`config.mk`:
```
export PLATFORM = sky130hd
export DESIGN_NAME = power_context_trim_commands
export DESIGN_NICKNAME = d
export VERILOG_FILES = /design/src/shared/power_ctx_pkg.sv /design/src/core/power_context_trim_commands.sv
export VERILOG_INCLUDE_DIRS = /design/src /design/src/shared
export SDC_FILE = /design/constraint.sdc
export NUM_CORES = 1
export LEC_CHECK = 0
export ABC_CLOCK_PERIOD_IN_PS = 6800
export BUFFER_PORTS_ARGS = -buffer_cell sky130_fd_sc_hd__buf_4
export CAP_MARGIN = 10
export CORE_MARGIN = 2
export CORE_UTILIZATION = 50
export CTS_BUF_LIST = sky130_fd_sc_hd__clkbuf_4 sky130_fd_sc_hd__clkbuf_8 sky130_fd_sc_hd__clkbuf_16
export DETAILED_ROUTE_END_ITERATION = 8
export PLACE_DENSITY = 0.67
export SYNTH_ARGS = -nofsm -noshare
export SYNTH_HDL_FRONTEND = slang
export SYNTH_SLANG_ARGS = --single-unit
```
`constraint.sdc`:
```
create_clock -name sys_clk -period 6.8 [get_ports sys_clk]
set_input_delay 0 -clock sys_clk [delete_from_list [all_inputs] [get_ports sys_clk]]
set_output_delay 0 -clock sys_clk [all_outputs]
set_load 0.1 [all_outputs]
```
`src/shared/power_ctx_defs.svh`:
```
/*
 * Opcodes, register addresses, reset values and field positions of the
 * regulator, context and crystal trim command block.
 * Assumes inclusion by bare name from the package and the design file.
 */
`ifndef POWER_CTX_DEFS_SVH
`define POWER_CTX_DEFS_SVH

// Opcodes
`define OP_SELECT_REGULATOR 8'h96
`define OP_STORE_CONTEXT 8'hd5
`define OP_ENTER_SLEEP 8'h01
`define OP_STANDBY 8'h02
`define OP_FREQ_SYNTH 8'h03
`define OP_RECEIVE 8'h04
`define OP_TRANSMIT 8'h05
`define OP_REGISTER_WRITE 8'h06
`define OP_REGISTER_READ 8'h07

// UART length byte of the regulator command
`define UART_REG_SELECT_LEN 8'h01

// Regulator choices
`define REG_CHOICE_LINEAR 1'b0
`define REG_CHOICE_SWITCHER 1'b1

// Trim register addresses
`define ADDR_TRIM_FIRST 16'h0a0e
`define ADDR_TRIM_SECOND 16'h0a0f

// Trim field
`define TRIM_LSB 0
`define TRIM_MSB 4
`define TRIM_RESET 8'h00

// Enter-sleep parameter: keep data RAM
`define SLEEP_RETAIN_BIT 0
// Standby parameter: 0 RC oscillator, 1 crystal
`define STANDBY_XOSC_BIT 0

// Receive payload pointer after wake-up
`define RX_PTR_RESET 8'h00

`endif

```
`src/shared/power_ctx_pkg.sv`:
```
/*
 * Types of the regulator, context and crystal trim command block.
 * Assumes power_ctx_defs.svh is on the include path.
 */
package power_ctx_pkg;
  `include "power_ctx_defs.svh"

  typedef enum logic [2:0] {
    mode_sleep,
    standby_rc_osc,
    standby_crystal,
    freq_synth_mode,
    mode_receive,
    mode_transmit
  } radio_mode_t;

  // SPI pins as seen by the device
  typedef struct packed {
    logic nss_n;
    logic sck;
    logic mosi;
  } spi_pins_in_t;

  typedef struct packed {
    logic miso_out;
    logic miso_oe;
  } spi_pins_out_t;

  // Bytes from the UART receiver, same clock
  typedef struct packed {
    logic valid;
    logic [7:0] data;
  } uart_byte_t;

  typedef struct packed {
    logic ldo_on;
    logic dcdc_on;
  } regulator_sel_t;

  typedef struct packed {
    logic nss_s1;
    logic nss_s2;
    logic nss_s3;
    logic sck_s1;
    logic sck_s2;
    logic sck_s3;
    logic mosi_s1;
    logic mosi_s2;
    logic [2:0] bit_cnt;
    logic [7:0] rx_shift;
    logic [7:0] tx_shift;
    logic [2:0] spi_idx;
    logic [7:0] spi_op;
    logic [2:0] uart_idx;
    logic [7:0] uart_op;
    logic [7:0] uart_len;
    logic [15:0] addr;
    radio_mode_t mode;
    logic regulator_choice;
    logic [7:0] trim_first;
    logic [7:0] trim_second;
    logic [7:0] ram_trim_first;
    logic [7:0] ram_trim_second;
    logic ram_dump_valid;
    logic ram_retained;
    logic [7:0] rx_ptr;
  } ctrl_state_t;
endpackage

```
`src/core/power_context_trim_commands.sv`:
```
/*
 * Command interpreter for regulator selection, context store/restore
 * across sleep and crystal load trim, fed by the SPI pins and by bytes
 * from a UART receiver on sys_clk.
 * Assumes SCK is well below sys_clk/4 and SPI mode 0, MSB first.
 */
`include "power_ctx_defs.svh"
module power_context_trim_commands
  import power_ctx_pkg::*;
(
  // Clock and reset
  input wire logic sys_clk,
  input wire logic rst_n,
  // Host links
  input wire spi_pins_in_t spi_in,
  output spi_pins_out_t spi_out,
  input wire uart_byte_t uart_in,
  // Operation controls
  input wire logic duty_cycle_en,
  input wire logic rx_ptr_advance,
  // Status
  output logic busy,
  output radio_mode_t radio_mode,
  output regulator_sel_t regulator,
  output logic [4:0] crystal_load_steps,
  output logic [7:0] rx_payload_ptr
);

  ctrl_state_t st_reg;
  ctrl_state_t st_next;

  // Commands that carry no parameter bytes
  function automatic logic no_param(input logic [7:0] op);
    no_param = (op == `OP_STORE_CONTEXT) || (op == `OP_FREQ_SYNTH) ||
               (op == `OP_RECEIVE) || (op == `OP_TRANSMIT);
  endfunction

  function automatic logic [7:0] reg_read(input ctrl_state_t s, input logic [15:0] a);
    reg_read = 8'h00;
    if (a == `ADDR_TRIM_FIRST) begin
      reg_read = s.trim_first;
    end else if (a == `ADDR_TRIM_SECOND) begin
      reg_read = s.trim_second;
    end
  endfunction

  // Act on one byte of a command; pidx 0 is the opcode itself
  function automatic ctrl_state_t take_byte(input ctrl_state_t s, input logic [7:0] op,
                                            input logic [2:0] pidx, input logic [7:0] b,
                                            input logic duty);
    ctrl_state_t r;
    r = s;
    unique case (op)
      `OP_SELECT_REGULATOR: begin
        if (pidx == 3'd1 && b <= 8'h01) begin
          r.regulator_choice = b[0];
        end
      end
      `OP_STORE_CONTEXT: begin
        if (pidx == 3'd0) begin
          r.ram_trim_first = s.trim_first;
          r.ram_trim_second = s.trim_second;
          r.ram_dump_valid = 1'b1;
        end
      end
      `OP_ENTER_SLEEP: begin
        if (pidx == 3'd1) begin
          r.mode = mode_sleep;
          r.ram_retained = b[`SLEEP_RETAIN_BIT];
          if (duty) begin
            r.ram_trim_first = s.trim_first;
            r.ram_trim_second = s.trim_second;
            r.ram_dump_valid = 1'b1;
            r.ram_retained = 1'b1;
          end else if (!b[`SLEEP_RETAIN_BIT]) begin
            r.ram_dump_valid = 1'b0;
          end
          r.trim_first = `TRIM_RESET;
          r.trim_second = `TRIM_RESET;
        end
      end
      `OP_STANDBY: begin
        if (pidx == 3'd1) begin
          r.mode = b[`STANDBY_XOSC_BIT] ? standby_crystal : standby_rc_osc;
        end
      end
      `OP_FREQ_SYNTH: r.mode = freq_synth_mode;
      `OP_RECEIVE: r.mode = mode_receive;
      `OP_TRANSMIT: r.mode = mode_transmit;
      `OP_REGISTER_WRITE, `OP_REGISTER_READ: begin
        if (pidx == 3'd1) begin
          r.addr = {b, s.addr[7:0]};
        end else if (pidx == 3'd2) begin
          r.addr = {s.addr[15:8], b};
        end else if (pidx >= 3'd3 && op == `OP_REGISTER_WRITE) begin
          if (s.addr == `ADDR_TRIM_FIRST) begin
            r.trim_first = b;
          end
          if (s.addr == `ADDR_TRIM_SECOND) begin
            r.trim_second = b;
          end
          r.addr = s.addr + 16'h0001;
        end
      end
      default: r = s;
    endcase
    take_byte = r;
  endfunction

  always_comb begin
    logic sck_rise;
    logic sck_fall;
    logic nss_fall;
    logic [7:0] byte_in;
    logic [2:0] pidx;
    sck_rise = 1'b0;
    sck_fall = 1'b0;
    nss_fall = 1'b0;
    byte_in = 8'h00;
    pidx = 3'd0;
    st_next = st_reg;
    st_next.nss_s1 = spi_in.nss_n;
    st_next.nss_s2 = st_reg.nss_s1;
    st_next.nss_s3 = st_reg.nss_s2;
    st_next.sck_s1 = spi_in.sck;
    st_next.sck_s2 = st_reg.sck_s1;
    st_next.sck_s3 = st_reg.sck_s2;
    st_next.mosi_s1 = spi_in.mosi;
    st_next.mosi_s2 = st_reg.mosi_s1;
    sck_rise = st_reg.sck_s2 && !st_reg.sck_s3;
    sck_fall = !st_reg.sck_s2 && st_reg.sck_s3;
    nss_fall = !st_reg.nss_s2 && st_reg.nss_s3;

    if (rx_ptr_advance) begin
      st_next.rx_ptr = st_reg.rx_ptr + 8'h01;
    end

    if (st_reg.mode == mode_sleep) begin
      // Wake on select; only bits clocked before the wake are discarded, the rest of the frame is decoded
      st_next.bit_cnt = 3'd0;
      st_next.spi_idx = 3'd0;
      st_next.uart_idx = 3'd0;
      if (nss_fall) begin
        st_next.mode = standby_rc_osc;
        if (st_reg.ram_retained && st_reg.ram_dump_valid) begin
          st_next.trim_first = st_reg.ram_trim_first;
          st_next.trim_second = st_reg.ram_trim_second;
        end
        if (duty_cycle_en) begin
          st_next.rx_ptr = `RX_PTR_RESET;
        end
      end
    end else begin
      if (st_reg.nss_s2) begin
        st_next.bit_cnt = 3'd0;
        st_next.spi_idx = 3'd0;
        st_next.tx_shift = 8'h00;
      end else begin
        // A byte loaded on the last rise keeps its first bit past the next fall
        if (sck_fall && st_reg.bit_cnt != 3'd0) begin
          st_next.tx_shift = {st_reg.tx_shift[6:0], 1'b0};
        end
        if (sck_rise) begin
          byte_in = {st_reg.rx_shift[6:0], st_reg.mosi_s2};
          st_next.rx_shift = byte_in;
          st_next.bit_cnt = st_reg.bit_cnt + 3'd1;
          if (st_reg.bit_cnt == 3'd7) begin
            if (st_reg.spi_idx == 3'd0) begin
              st_next.spi_op = byte_in;
            end
            st_next = take_byte(st_next, (st_reg.spi_idx == 3'd0) ? byte_in : st_reg.spi_op,
                                st_reg.spi_idx, byte_in, duty_cycle_en);
            if (st_reg.spi_op == `OP_REGISTER_READ && st_reg.spi_idx >= 3'd2 &&
                st_reg.spi_idx != 3'd0) begin
              st_next.tx_shift = reg_read(st_reg, st_next.addr);
              st_next.addr = st_next.addr + 16'h0001;
            end
            if (st_reg.spi_idx != 3'd7) begin
              st_next.spi_idx = st_reg.spi_idx + 3'd1;
            end
          end
        end
      end

      if (uart_in.valid && st_next.mode != mode_sleep) begin
        unique case (st_reg.uart_idx)
          3'd0: begin
            st_next.uart_op = uart_in.data;
            if (no_param(uart_in.data)) begin
              st_next = take_byte(st_next, uart_in.data, 3'd0, uart_in.data,
                                  duty_cycle_en);
            end else begin
              st_next.uart_idx = 3'd1;
            end
          end
          3'd1: begin
            st_next.uart_len = uart_in.data;
            if (st_reg.uart_op == `OP_SELECT_REGULATOR &&
                uart_in.data != `UART_REG_SELECT_LEN) begin
              st_next.uart_idx = 3'd0;
            end else begin
              st_next.uart_idx = (uart_in.data == 8'h00) ? 3'd0 : 3'd2;
            end
          end
          default: begin
            pidx = st_reg.uart_idx - 3'd1;
            st_next = take_byte(st_next, st_reg.uart_op, pidx, uart_in.data,
                                duty_cycle_en);
            if ({5'h00, pidx} >= st_reg.uart_len) begin
              st_next.uart_idx = 3'd0;
            end else if (st_reg.uart_idx != 3'd7) begin
              st_next.uart_idx = st_reg.uart_idx + 3'd1;
            end
          end
        endcase
      end
    end
  end

  always_ff @(posedge sys_clk or negedge rst_n) begin
    if (!rst_n) begin
      st_reg <= '0;
      st_reg.nss_s1 <= 1'b1;
      st_reg.nss_s2 <= 1'b1;
      st_reg.nss_s3 <= 1'b1;
      st_reg.mode <= standby_rc_osc;
      st_reg.regulator_choice <= `REG_CHOICE_LINEAR;
      st_reg.trim_first <= `TRIM_RESET;
      st_reg.trim_second <= `TRIM_RESET;
      st_reg.rx_ptr <= `RX_PTR_RESET;
    end else begin
      st_reg <= st_next;
    end
  end

  always_comb begin
    logic switching_mode;
    switching_mode = (st_reg.mode == standby_crystal) || (st_reg.mode == freq_synth_mode) ||
                     (st_reg.mode == mode_receive) || (st_reg.mode == mode_transmit);
    regulator.dcdc_on = (st_reg.regulator_choice == `REG_CHOICE_SWITCHER) &&
                        switching_mode;
    regulator.ldo_on = !regulator.dcdc_on && (st_reg.mode != mode_sleep);
  end

  assign spi_out.miso_out = st_reg.tx_shift[7];
  assign spi_out.miso_oe = !st_reg.nss_s2 && (st_reg.mode != mode_sleep);
  assign busy = (st_reg.mode == mode_sleep);
  assign radio_mode = st_reg.mode;
  assign crystal_load_steps = st_reg.trim_first[`TRIM_MSB:`TRIM_LSB];
  assign rx_payload_ptr = st_reg.rx_ptr;

endmodule

```
# == Word-level counts from Yosys, hierarchy flattened ==
# Cells that the tools add are included.
# word_totals
register_bits,119
input_bits,16
out_inout_bits,21
wordCells,215
# classes
addsub,8
magnitude_cmp,6
n_eq_ne,44
n_mux,93
reduce_logical,38
# op_table
op,n
two-way mux 16 bit,24
two-way mux 89 bit,2
case mux 62 bit (2 select lines),1
two-way mux 8 bit,15
two-way mux 111 bit,1
two-way mux 100 bit,1
equality test 16 x 12 -> 1 bit (second input constant),6
equality test 8 x 3 -> 1 bit (second input constant),11
two-way mux 81 bit,1
two-way mux 34 bit,2
case mux 17 bit (2 select lines),2
case mux 16 bit (2 select lines),2
two-way mux 17 bit,3
adder 16 x 1 -> 16 bit (second input constant),3
two-way mux 46 bit,1
two-way mux 3 bit,14
equality test 8 x 2 -> 1 bit (second input constant),5
equality test 8 bit (second input constant),5
case mux 3 bit (5 select lines),2
equality test 8 x 1 -> 1 bit (second input constant),2
<= comparator 8 x 1 -> 1 bit (second input constant),2
logical AND 1 bit,16
case mux 8 bit (2 select lines),1
equality test 3 x 2 -> 1 bit (second input constant),4
23 further kinds,63

# == Longest topological paths before layout ==
# Gate-level depths: netlist (run 1).
# logic_depth
word_depth,29
depth_mapped,23
ltp_nobuf,20

# == Worst setup path before layout (run 1) ==
# OpenSTA, ideal clock, no wires.
# synth_timing
path_kind,reg2reg
startpoint,register st_reg[91] (netlist bit)
endpoint,register st_reg[33] (netlist bit)
setup_ns,0.066
t_arrival_ns,5.095
required_ns,6.734
setup_slack_ns,1.639
path_stages_with_launch,21
n_path_buf,1
period_less_slack_ns,5.161
cell_sequence,dfrtp_1 -> clkbuf_1 -> inv_1 -> ha_1 -> a211oi_1 -> nor2_1 -> o211ai_1 -> o22ai_1 -> a22o_1 -> inv_1 -> ha_1 -> and3_1 -> o221ai_1 -> or4_1 -> xnor2_1 -> mux2_2 -> nor4b_1 -> nand4_2 -> or4_1 -> o211ai_1 -> a221o_1
# synth_via
elab_chain_cells,27
elab_cells_between_ends,53
cone_classes,add/sub: 1; order compare: 2; eq/ne: 10; mux: 32; reduce/logical: 8
# synth_lines
element,line,text
"start, declared",power_context_trim_commands.sv:29,ctrl_state_t st_reg;
"start signal, assigned",power_context_trim_commands.sv:232,st_reg <= st_next;
zero test 3 bit,power_context_trim_commands.sv:171,"st_next = take_byte(st_next, (st_reg.spi_idx == 3'd0) ? byte_in : st_reg.spi_op,"
two-way mux 8 bit,power_context_trim_commands.sv:171,
equality test 8 x 3 -> 1 bit,power_context_trim_commands.sv:53,unique case (op)
logical AND 1 bit (no source line),--,
two-way mux 16 bit,power_context_trim_commands.sv:95,end else if (pidx >= 3'd3 && op == `OP_REGISTER_WRITE) begin
two-way mux 16 bit,power_context_trim_commands.sv:93,end else if (pidx == 3'd2) begin
two-way mux 16 bit,power_context_trim_commands.sv:91,if (pidx == 3'd1) begin
two-way mux 16 bit,power_context_trim_commands.sv:53,
(+11 left out),--,
two-way mux 8 bit,power_context_trim_commands.sv:99,if (s.addr == `ADDR_TRIM_SECOND) begin
two-way mux 16 bit,power_context_trim_commands.sv:95,
two-way mux 16 bit,power_context_trim_commands.sv:93,
two-way mux 16 bit,power_context_trim_commands.sv:91,
case mux 16 bit (2 select lines),power_context_trim_commands.sv:53,
case mux 62 bit (2 select lines),power_context_trim_commands.sv:186,unique case (st_reg.uart_idx)
two-way mux 81 bit *,power_context_trim_commands.sv:185,if (uart_in.valid && st_next.mode != mode_sleep) begin
two-way mux 16 bit *,power_context_trim_commands.sv:138,if (st_reg.mode == mode_sleep) begin
# Every way passes the cells marked *; elsewhere a longest branch is shown, timed or not. The select of a mux whose other input is x is not followed.
# A chain may end at the register's enable or synchronous reset.

# == Final worst setup path (run 1) ==
# layout_timing
startpoint,register st_reg[89] (netlist bit)
endpoint,register st_reg[28] (netlist bit)
# The elaborated chain is that of the path after synthesis.

==> impl_results.html, run 1 <==
<table>
<tr><th>Metric</th><th>Value</th></tr>
<tr><th colspan="2">Route</th></tr>
<tr><td>Number of remaining DRC errors</td><td>0</td></tr>
<tr><td>Count of vias placed by the detailed router</td><td>between 9k and 10k</td></tr>
<tr><td>ANT nets after route</td><td>0</td></tr>
<tr><td>Number of DRC markers in iteration 0</td><td>around 1.1k</td></tr>
<tr><td>Total wire length</td><td>30800 µm</td></tr>
<tr><td>Via-per-instance ratio</td><td>6.68</td></tr>
<tr><td>Pre-Repair DR Iteration Count</td><td>5</td></tr>
<tr><td>Routed length per placed instance</td><td>about 22 µm</td></tr>
<tr><th colspan="2">Yosys</th></tr>
<tr><td>Yosys top cell by area</td><td>sky130_fd_sc_hd__dfrtp_1</td></tr>
<tr><td>Cell area after technology mapping</td><td>approximately 9600 µm²</td></tr>
<tr><td>Post-synthesis async set-or-reset flop share</td><td>1.00</td></tr>
<tr><td>Main combinational cell family by area after synthesis</td><td>compound AO/OA/AOI/OAI gates</td></tr>
<tr><td>Number of enable-type register cells in the synthesized netlist</td><td>0</td></tr>
<tr><td>Post-synthesis cell count</td><td>1191</td></tr>
<tr><td>Most instantiated cells after synthesis</td><td>sky130_fd_sc_hd__nand2_1 (129), sky130_fd_sc_hd__dfrtp_1 (114), sky130_fd_sc_hd__nor2_1 (112)</td></tr>
<tr><td>Mux cell area share after synthesis</td><td>0.0714</td></tr>
<tr><td>Post-synthesis simple-gate area fraction</td><td>0.243</td></tr>
<tr><td>Dominant cells by area after synthesis</td><td>sky130_fd_sc_hd__dfrtp_1 (30%), sky130_fd_sc_hd__nand2_1 (5.1%), sky130_fd_sc_hd__o21ai_0 (4.7%)</td></tr>
<tr><td>Synthesized Nets</td><td>about 1.2k</td></tr>
<tr><td>Area fraction in compound gates after synthesis</td><td>0.270</td></tr>
<tr><td>Synthesis warning total</td><td>0</td></tr>
<tr><td>Synth Area in Adders</td><td>0.0363</td></tr>
<tr><td>Area share of the largest cell type after synthesis</td><td>0.298</td></tr>
<tr><td>Parity-gate share of the synthesized area counting xor and xnor cells</td><td>0.0137</td></tr>
<tr><td>Number of distinct library cells after synthesis</td><td>91</td></tr>
<tr><td>#FFs+latches synth</td><td>between 100 and 150</td></tr>
<tr><td>Post-synthesis sequential area ratio</td><td>0.309</td></tr>
<tr><td>Mean Syn Cell Area</td><td>~8.0 µm²</td></tr>
<tr><td>Most frequent cell after synthesis</td><td>sky130_fd_sc_hd__nand2_1</td></tr>
<tr><td>Primary flip-flop cell chosen by synthesis mapping</td><td>sky130_fd_sc_hd__dfrtp_1</td></tr>
<tr><th colspan="2">Floorplan</th></tr>
<tr><td>Standard-cell row count</td><td>50</td></tr>
<tr><td>Initial core utilization</td><td>0.511</td></tr>
<tr><td>DIE HEIGHT</td><td>142 µm</td></tr>
<tr><td>Core Footprint</td><td>18800 µm²</td></tr>
<tr><td>Die Footprint</td><td>around 20000 µm²</td></tr>
<tr><td>Width of the die</td><td>approximately 140 µm</td></tr>
<tr><td>Boundary Pins</td><td>37</td></tr>
<tr><th colspan="2">Global routing</th></tr>
<tr><td>Via count of the first global-routing pass</td><td>roughly 8.7k</td></tr>
<tr><td>Maximum number of pins on one net before global-route repair</td><td>79</td></tr>
<tr><td>Overall global routing resource usage</td><td>0.309</td></tr>
<tr><td>Total congestion overflow after global routing</td><td>0</td></tr>
<tr><td>Wire length of the first global-routing pass</td><td>slightly below 50000 µm</td></tr>
<tr><td>Initial antenna violation count</td><td>0</td></tr>
<tr><th colspan="2">Power and ir drop</th></tr>
<tr><td>Peak ir drop on the vdd network</td><td>256 µV</td></tr>
<tr><td>Static Leakage</td><td>between 4 and 5 nW</td></tr>
<tr><td>Total Power Consumption</td><td>around 3.2 mW</td></tr>
<tr><td>Power density normalized to cell area</td><td>between 300 and 400 nW/µm²</td></tr>
<tr><th colspan="2">Clock network</th></tr>
<tr><td>CTS Buf Count</td><td>17</td></tr>
<tr><td>Root Driver</td><td>sky130_fd_sc_hd__clkbuf_16</td></tr>
<tr><td>Setup bufs post-CTS</td><td>0</td></tr>
<tr><td>CTS tree</td><td>built</td></tr>
<tr><td>Clock insertion delay at the later pin of the skew report</td><td>around 0.43 ns</td></tr>
<tr><td>Clock Sinks</td><td>118</td></tr>
<tr><td>H-tree level count</td><td>4</td></tr>
<tr><td>Bufs on Longest Clock Path</td><td>2</td></tr>
<tr><td>Clock input transition at the sequential cells of the worst setup and hold paths</td><td>approximately 0.06 ns</td></tr>
<tr><th colspan="2">STA</th></tr>
<tr><td>Count of final max-slew check failures</td><td>0</td></tr>
<tr><td>Hold violation total from the final report</td><td>0</td></tr>
<tr><td>Period utilisation layout</td><td>0.877</td></tr>
<tr><td>RSZ-0062 raised after global routing</td><td>no</td></tr>
<tr><td>Highest achievable clock rate</td><td>approximately 170 MHz</td></tr>
<tr><td>Pin slew with the least headroom to its limit</td><td>about 1.1 ns</td></tr>
<tr><td>Relative slew slack</td><td>0.231</td></tr>
<tr><td>Total negative slack for setup checks</td><td>0 ns</td></tr>
<tr><td>Number of endpoints failing setup at the final stage</td><td>0</td></tr>
<tr><td>Final period demand of the worst path</td><td>roughly 6 ns</td></tr>
<tr><td>Final worst clock skew</td><td>between 0.01 and 0.015 ns</td></tr>
<tr><th colspan="2">Worst setup path</th></tr>
<tr><td>Max Fanout on Critical Path</td><td>10</td></tr>
<tr><td>CP Cell Sequence</td><td>inv_1 -&gt; ha_1 -&gt; nor2b_1 -&gt; o21ai_1 -&gt; o211ai_1 -&gt; o22ai_1 -&gt; a22o_1 -&gt; inv_1 -&gt; ha_1 -&gt; and3_1 -&gt; o221ai_1 -&gt; or4_1 -&gt; xnor2_1 -&gt; mux2_2 -&gt; nor4b_1 -&gt; nand4_2 -&gt; or2_0 -&gt; o21ai_0 -&gt; o21ai_0</td></tr>
<tr><td>Type of destination of the critical path</td><td>register</td></tr>
<tr><td>R2r worst-path depth</td><td>19</td></tr>
<tr><td>Critical setup path kind</td><td>reg2reg</td></tr>
<tr><td>Worst Setup Start Kind</td><td>register</td></tr>
<tr><td>Slowest cell on the critical path</td><td>sky130_fd_sc_hd__or4_1</td></tr>
<tr><td>Highest cell delay on the worst timing path</td><td>roughly 0.56 ns</td></tr>
<tr><td>Worst setup slack for register-to-register paths</td><td>between 0.8 and 0.9 ns</td></tr>
<tr><td>Required time worst endpoint</td><td>7.10 ns</td></tr>
<tr><td>Arr. time, crit path</td><td>roughly 6.3 ns</td></tr>
<tr><th colspan="2">Final layout</th></tr>
<tr><td>Count of placed standard cells in the final layout, fillers left out</td><td>between 1k and 1.5k</td></tr>
<tr><td>Count of fill cells added during filler insertion</td><td>between 1.5k and 2k</td></tr>
<tr><td>Core occupancy in the finished layout</td><td>0.563</td></tr>
<tr><td>Area added between synthesis and finish</td><td>10.2%</td></tr>
<tr><td>Final antenna diode count</td><td>0</td></tr>
<tr><td>Post-layout net count</td><td>~1.2k</td></tr>
<tr><td>Max FFs per register</td><td>101</td></tr>
<tr><td>Fraction of layout cells with a size suffix above 1</td><td>0.124</td></tr>
<tr><th colspan="2">Min path</th></tr>
<tr><td>Class of the tightest hold or removal check</td><td>in2reg</td></tr>
<tr><td>Count of cells along the worst hold path</td><td>3</td></tr>
<tr><th colspan="2">Placement</th></tr>
<tr><td>Half-perimeter wire length after detailed placement</td><td>approximately 22000 µm</td></tr>
<tr><td>IO buf count</td><td>36</td></tr>
<tr><td>Placed Cells incl. Taps</td><td>1385</td></tr>
<tr><td>Final weighted congestion in routability-driven placement</td><td>approximately 0.96</td></tr>
<tr><th colspan="2">Run</th></tr>
<tr><td>MaxCap Viol Count</td><td>0</td></tr>
<tr><th colspan="2">Run status</th></tr>
<tr><td>Outcome</td><td>complete, no violations</td></tr>
</table>
## per-stage QoR
stage	setup slack (ns)	hold slack, ns	instance area [µm²]
final	0.838	0.0167	10600
after floorplan	1.64	-0.296	9590
after CTS	0.891	0.00613	10600
after global routing	0.348	0.0252	10600
after detailed placement	0.928	0.0103	9850
after global placement	1.16	0.00486	9850
## path summary, 6_finish.rpt
path                                           to                    from
max                        st_reg[28]$_DFFE_PN0P_  st_reg[89]$_DFFE_PN0P_
min                        st_reg[62]$_DFFE_PN0P_              uart_in[0]
max reg2reg                st_reg[28]$_DFFE_PN0P_  st_reg[89]$_DFFE_PN0P_
min reg2reg                 st_reg[111]$_DFF_PN0_   st_reg[112]$_DFF_PN0_
max in group asynchronous  st_reg[52]$_DFFE_PN0N_                   rst_n
min in group asynchronous  st_reg[89]$_DFFE_PN0P_                   rst_n
## area by class of cell
type	count	area (µm²)	area share
Clock buffer	17	425	0.0403
Tap cell	234	293	0.0277
Sequential cell	118	2960	0.280
Clock inverter	15	145	0.0137
Multi-Input combinational cell	952	6090	0.577
Timing Repair Buffer	68	546	0.0517
Inverter	27	101	0.00960
## layout by cell type, fill, tap and decap left out, types with 7 or more instances in the layout
master,synthesis,final
sky130_fd_sc_hd__a21o_1,7,7
sky130_fd_sc_hd__or3_1,12,11
sky130_fd_sc_hd__and3_1,18,18
sky130_fd_sc_hd__mux2_2,32,32
sky130_fd_sc_hd__a22o_1,24,24
sky130_fd_sc_hd__nor2b_1,11,11
sky130_fd_sc_hd__xor2_1,8,8
sky130_fd_sc_hd__and2_1,10,10
sky130_fd_sc_hd__dlygate4sd3_1,0,14
sky130_fd_sc_hd__nor4_1,20,20
sky130_fd_sc_hd__buf_4,17,54
sky130_fd_sc_hd__o31ai_1,8,8
sky130_fd_sc_hd__clkbuf_16,0,17
sky130_fd_sc_hd__nand3_1,32,32
sky130_fd_sc_hd__xnor2_1,7,7
sky130_fd_sc_hd__inv_1,26,25
sky130_fd_sc_hd__o22ai_1,10,10
sky130_fd_sc_hd__a21oi_1,84,83
sky130_fd_sc_hd__a221oi_1,12,12
sky130_fd_sc_hd__a31oi_1,24,24
sky130_fd_sc_hd__or4_1,12,12
sky130_fd_sc_hd__ha_1,27,27
sky130_fd_sc_hd__nor2_1,112,112
sky130_fd_sc_hd__dfrtp_1,114,114
sky130_fd_sc_hd__nand2b_1,15,15
sky130_fd_sc_hd__o21ai_0,90,90
sky130_fd_sc_hd__a211oi_1,15,15
sky130_fd_sc_hd__o211ai_1,14,14
sky130_fd_sc_hd__nand4_1,21,21
sky130_fd_sc_hd__nor3_1,31,31
sky130_fd_sc_hd__a22oi_1,24,24
sky130_fd_sc_hd__mux2i_1,31,31
sky130_fd_sc_hd__nand2_1,129,129
## power by group
| part | internal, mW | switching [mW] | leakage (nW) | total [mW] |
|---|---|---|---|---|
| clock network | 0.511 | 0.380 | 0.277 | 0.891 |
| logic | 0.391 | 0.901 | 2.27 | 1.29 |
| registers | 0.816 | 0.185 | 1.53 | 1.00 |
## logic make-up after synthesis
group                      after synthesis
AOI/OAI and AO/OA                      385
xor gates and xnor gates                15
adders and majority gates               28
buffers and inverters                  121
DFF                                    118
muxes                                   64
and+or+nand+nor                        460
## worst max-delay path: cells and delay by family, from the launching register on
kind / cells / cell delay [ns]
buffers and inverters: 2 / 0.18
xor gates and xnor gates: 1 / 0.19
adders and majority gates: 2 / 0.56
and+or+nand+nor: 6 / 2.40
DFF: 1 / 0.43
AOI/OAI and AO/OA: 7 / 1.75
muxes: 1 / 0.31
## layer usage
layer  global-route usage  vias up  wire, µm
met3               0.0656       57      2560
met4               0.0959        0       701
met2                0.468      461     13600
met1                0.442     4599     13900
met5                    0        -         0
li1                     -     4449         -
## repair_timing
item | 4_1_cts | 5_1_grt
resized for setup | 0 | 0
hold endpoints to repair | 64 | 0
hold buffers | 14 | 0
Power figures use the tool's default switching activity.
==> inputs of run 2 (changes only) <==
- MAX_ROUTING_LAYER: default -> met4
- SLEW_MARGIN: default -> 20
==> run 2 against run 1 <==
First-iteration DRC count up 11%. Non-clock buffer count unchanged. Via count up 0.75%. Wire length up 2.4%. Cell count unchanged. Clock-buffer cell count up 1. Final area up 0.38%. Core utilization up 0.21 points. Power up 1.7%. Worst hold slack better by 0.16 ns. Clock power up 5.5%. Global-route usage up 1.5 points. Critical path type unchanged. Critical endpoint is now st_reg[39]$_DFFE_PN0P_. Highest routed layer unchanged.
==> impl_results.html, run 2 (same netlist as run 1, synthesis figures left out) <==
<table>
<tr><th>Metric</th><th>Value</th></tr>
<tr><th colspan="2">Placement</th></tr>
<tr><td>Half-perimeter wire length after detailed placement</td><td>around 23000 µm</td></tr>
<tr><td>Placed Cells incl. Taps</td><td>approximately 1.4k</td></tr>
<tr><td>Final weighted congestion in routability-driven placement</td><td>roughly 0.95</td></tr>
<tr><td>Pre-CTS worst setup slack</td><td>0.887 ns</td></tr>
<tr><td>IO buf count</td><td>36</td></tr>
<tr><th colspan="2">STA</th></tr>
<tr><td>Final Worst Setup Slack</td><td>0.775 ns</td></tr>
<tr><td>Number of endpoints failing setup at the final stage</td><td>0</td></tr>
<tr><td>Count of final max-slew check failures</td><td>0</td></tr>
<tr><td>Relative slew slack</td><td>0.327</td></tr>
<tr><td>Total negative slack for setup checks</td><td>0 ns</td></tr>
<tr><td>Hold violation total from the final report</td><td>0</td></tr>
<tr><td>Period utilisation layout</td><td>0.886</td></tr>
<tr><td>RSZ-0062 raised after global routing</td><td>no</td></tr>
<tr><td>Final worst clock skew</td><td>about 0.014 ns</td></tr>
<tr><td>Highest achievable clock rate</td><td>166 MHz</td></tr>
<tr><td>Pin slew with the least headroom to its limit</td><td>about 1 ns</td></tr>
<tr><td>Final period demand of the worst path</td><td>about 6 ns</td></tr>
<tr><td>Worst Hold Slack</td><td>approximately 0.17 ns</td></tr>
<tr><th colspan="2">Global routing</th></tr>
<tr><td>Total congestion overflow after global routing</td><td>0</td></tr>
<tr><td>Maximum number of pins on one net before global-route repair</td><td>between 60 and 70</td></tr>
<tr><td>Wire length of the first global-routing pass</td><td>~50000 µm</td></tr>
<tr><td>Initial antenna violation count</td><td>0</td></tr>
<tr><td>Via count of the first global-routing pass</td><td>between 8k and 9k</td></tr>
<tr><td>Overall global routing resource usage</td><td>0.324</td></tr>
<tr><th colspan="2">Worst setup path</th></tr>
<tr><td>WP depth</td><td>19</td></tr>
<tr><td>Highest cell delay on the worst timing path</td><td>~0.56 ns</td></tr>
<tr><td>Slowest cell on the critical path</td><td>sky130_fd_sc_hd__or4_1</td></tr>
<tr><td>Type of destination of the critical path</td><td>register</td></tr>
<tr><td>Worst setup path start</td><td>st_reg[90]$_DFFE_PN0P_</td></tr>
<tr><td>R2r worst-path depth</td><td>19</td></tr>
<tr><td>CP Buf/Inv Count</td><td>2</td></tr>
<tr><td>Capturing element of the worst setup path</td><td>st_reg[39]$_DFFE_PN0P_</td></tr>
<tr><td>Arr. time, crit path</td><td>about 6.4 ns</td></tr>
<tr><td>Required time worst endpoint</td><td>a little over 7 ns</td></tr>
<tr><td>Max Fanout on Critical Path</td><td>10</td></tr>
<tr><td>Critical setup path kind</td><td>reg2reg</td></tr>
<tr><td>Worst setup slack for register-to-register paths</td><td>0.77 ns</td></tr>
<tr><td>Start of the worst register-to-register path</td><td>st_reg[90]$_DFFE_PN0P_</td></tr>
<tr><td>Worst reg2reg endpoint</td><td>st_reg[39]$_DFFE_PN0P_</td></tr>
<tr><td>CP Cell Sequence</td><td>inv_1 -&gt; ha_1 -&gt; nor2b_1 -&gt; o21ai_1 -&gt; o211ai_1 -&gt; o22ai_1 -&gt; a22o_1 -&gt; inv_1 -&gt; ha_1 -&gt; and3_1 -&gt; o221ai_1 -&gt; or4_1 -&gt; xnor2_1 -&gt; mux2_2 -&gt; nor4b_1 -&gt; nand4_2 -&gt; nor2_1 -&gt; a21oi_1 -&gt; o21ai_0</td></tr>
<tr><td>Worst Setup Start Kind</td><td>register</td></tr>
<tr><td>Cell family with most CP delay</td><td>simple AND/OR/NAND/NOR gates</td></tr>
<tr><th colspan="2">Clock network</th></tr>
<tr><td>CTS Buf Count</td><td>17</td></tr>
<tr><td>Root Driver</td><td>sky130_fd_sc_hd__clkbuf_16</td></tr>
<tr><td>Post-CTS Resized</td><td>0</td></tr>
<tr><td>Clock input transition at the sequential cells of the worst setup and hold paths</td><td>about 0.07 ns</td></tr>
<tr><td>Bufs on Longest Clock Path</td><td>2</td></tr>
<tr><td>CTS tree</td><td>built</td></tr>
<tr><td>H-tree level count</td><td>4</td></tr>
<tr><td>Clock Sinks</td><td>between 100 and 150</td></tr>
<tr><td>Clock insertion delay at the later pin of the skew report</td><td>between 0.4 and 0.5 ns</td></tr>
<tr><th colspan="2">Route</th></tr>
<tr><td>Number of remaining DRC errors</td><td>0</td></tr>
<tr><td>Max Used Layer</td><td>met4</td></tr>
<tr><td>Detailed-routing wirelength on met1</td><td>about 14000 µm</td></tr>
<tr><td>Met2 routed WL</td><td>approximately 14000 µm</td></tr>
<tr><td>Via-per-instance ratio</td><td>slightly below 7</td></tr>
<tr><td>Pre-Repair DR Iteration Count</td><td>6</td></tr>
<tr><td>Total wire length</td><td>31500 µm</td></tr>
<tr><td>Met3 wire length</td><td>between 2000 and 3000 µm</td></tr>
<tr><td>Routed length per placed instance</td><td>around 22 µm</td></tr>
<tr><td>Count of vias placed by the detailed router</td><td>between 9k and 10k</td></tr>
<tr><td>ANT nets after route</td><td>0</td></tr>
<tr><td>Number of DRC markers in iteration 0</td><td>around 1.2k</td></tr>
<tr><th colspan="2">Power and ir drop</th></tr>
<tr><td>Int Pwr</td><td>roughly 1.8 mW</td></tr>
<tr><td>Part of the power in combinational logic</td><td>0.399</td></tr>
<tr><td>Power spent charging and discharging nets</td><td>about 1.5 mW</td></tr>
<tr><td>Static Leakage</td><td>around 4.1 nW</td></tr>
<tr><td>Power density normalized to cell area</td><td>between 300 and 400 nW/µm²</td></tr>
<tr><td>Switching fraction of total power</td><td>0.454</td></tr>
<tr><td>Peak ir drop on the vdd network</td><td>221 µV</td></tr>
<tr><td>Sequential fraction of design power</td><td>0.311</td></tr>
<tr><td>Clk network pwr share</td><td>0.290</td></tr>
<tr><th colspan="2">Final layout</th></tr>
<tr><td>Most common cell after layout, fill and taps aside</td><td>sky130_fd_sc_hd__nand2_1</td></tr>
<tr><td>Count of placed standard cells in the final layout, fillers left out</td><td>1431</td></tr>
<tr><td>Count of fill cells added during filler insertion</td><td>about 1.7k</td></tr>
<tr><td>Final antenna diode count</td><td>0</td></tr>
<tr><td>Area added between synthesis and finish</td><td>10.6%</td></tr>
<tr><td>Fraction of layout cells with a size suffix above 1</td><td>0.124</td></tr>
<tr><td>Commonest non-fill, non-tap cells in the layout</td><td>sky130_fd_sc_hd__nand2_1 (129), sky130_fd_sc_hd__dfrtp_1 (114), sky130_fd_sc_hd__nor2_1 (112)</td></tr>
<tr><td>Footprint of the flip-flops and latches</td><td>a little under 3000 µm²</td></tr>
<tr><td>Post-layout net count</td><td>between 1k and 1.5k</td></tr>
<tr><td>Total area of multi-input combinational cells</td><td>between 6000 and 7000 µm²</td></tr>
<tr><td>Max FFs per register</td><td>between 100 and 150</td></tr>
<tr><th colspan="2">Floorplan</th></tr>
<tr><td>Core Footprint</td><td>about 19000 µm²</td></tr>
<tr><td>Boundary Pins</td><td>37</td></tr>
<tr><td>Initial core utilization</td><td>0.511</td></tr>
<tr><td>DIE HEIGHT</td><td>142 µm</td></tr>
<tr><td>Standard-cell row count</td><td>50</td></tr>
<tr><td>Die Footprint</td><td>about 20000 µm²</td></tr>
<tr><td>Width of the die</td><td>roughly 140 µm</td></tr>
<tr><th colspan="2">Run</th></tr>
<tr><td>MaxCap Viol Count</td><td>0</td></tr>
<tr><th colspan="2">Min path</th></tr>
<tr><td>Class of the tightest hold or removal check</td><td>in2async</td></tr>
<tr><th colspan="2">Run status</th></tr>
<tr><td>Outcome</td><td>complete, no violations</td></tr>
</table>
==> run 2: final cells by class <==
cell class / count / share of cell area
multi-input combinational: 952 / 0.575
sequential: 118 / 0.279
timing repair buffer: 68 / 0.0517
clock buffer: 18 / 0.0414
tap: 234 / 0.0276
clock inverter: 14 / 0.0155
inverter: 27 / 0.00956
==> run 2: worst min-delay path by stage <==
stage | from | to | slack [ns] | cells after the start
after global placement | rst_n | st_reg[91]$_DFFE_PN0P_ | 0.11 | 1
after CTS | rst_n | st_reg[90]$_DFFE_PN0P_ | 0.20 | 2
after global routing | spi_in[2] | st_reg[118]$_DFF_PN1_ | 0.22 | 2
final | rst_n | st_reg[111]$_DFF_PN0_ | 0.17 | 2
after floorplan | rst_n | crystal_load_steps[0]$_DFFE_PN0P_ | -0.30 | 0
after detailed placement | rst_n | st_reg[91]$_DFFE_PN0P_ | 0.11 | 1
==> run 2: timing repair <==
item / in CTS / in global routing
hold buffers: 15 / 0
setup buffers: 0 / 0
setup endpoints to repair: 0 / 0
hold endpoints to repair: 80 / 0
==> run 2: per-layer routing <==
layer,GRT usage,vias up
met5,-,-
met4,0.112,0
met3,0.0562,82
met2,0.470,498
met1,0.458,4600
li1,-,4458
==> run 2: stage by stage <==
| stage | utilization | area (µm²) | total power, mW |
|---|---|---|---|
| 4_1_cts | 0.565 | 10600 | 3.22 |
| 6_report | 0.565 | 10600 | 3.24 |
| 2_1_floorplan | - | 9590 | 1.93 |
| 5_1_grt | 0.565 | 10600 | 3.40 |
| 3_3_place_gp | 0.524 | 9840 | 2.26 |
| 3_5_place_dp | 0.524 | 9840 | 2.28 |
==> run 2: power by group through the flow <==
stage / clock network [mW] / logic [mW] / registers, mW
after floorplan: 0 / 1.03 / 0.901
after global placement: 0 / 1.26 / 1.00
after detailed placement: 0 / 1.27 / 1.01
after CTS: 0.943 / 1.28 / 0.998
after global routing: 0.978 / 1.40 / 1.02
final: 0.940 / 1.29 / 1.01
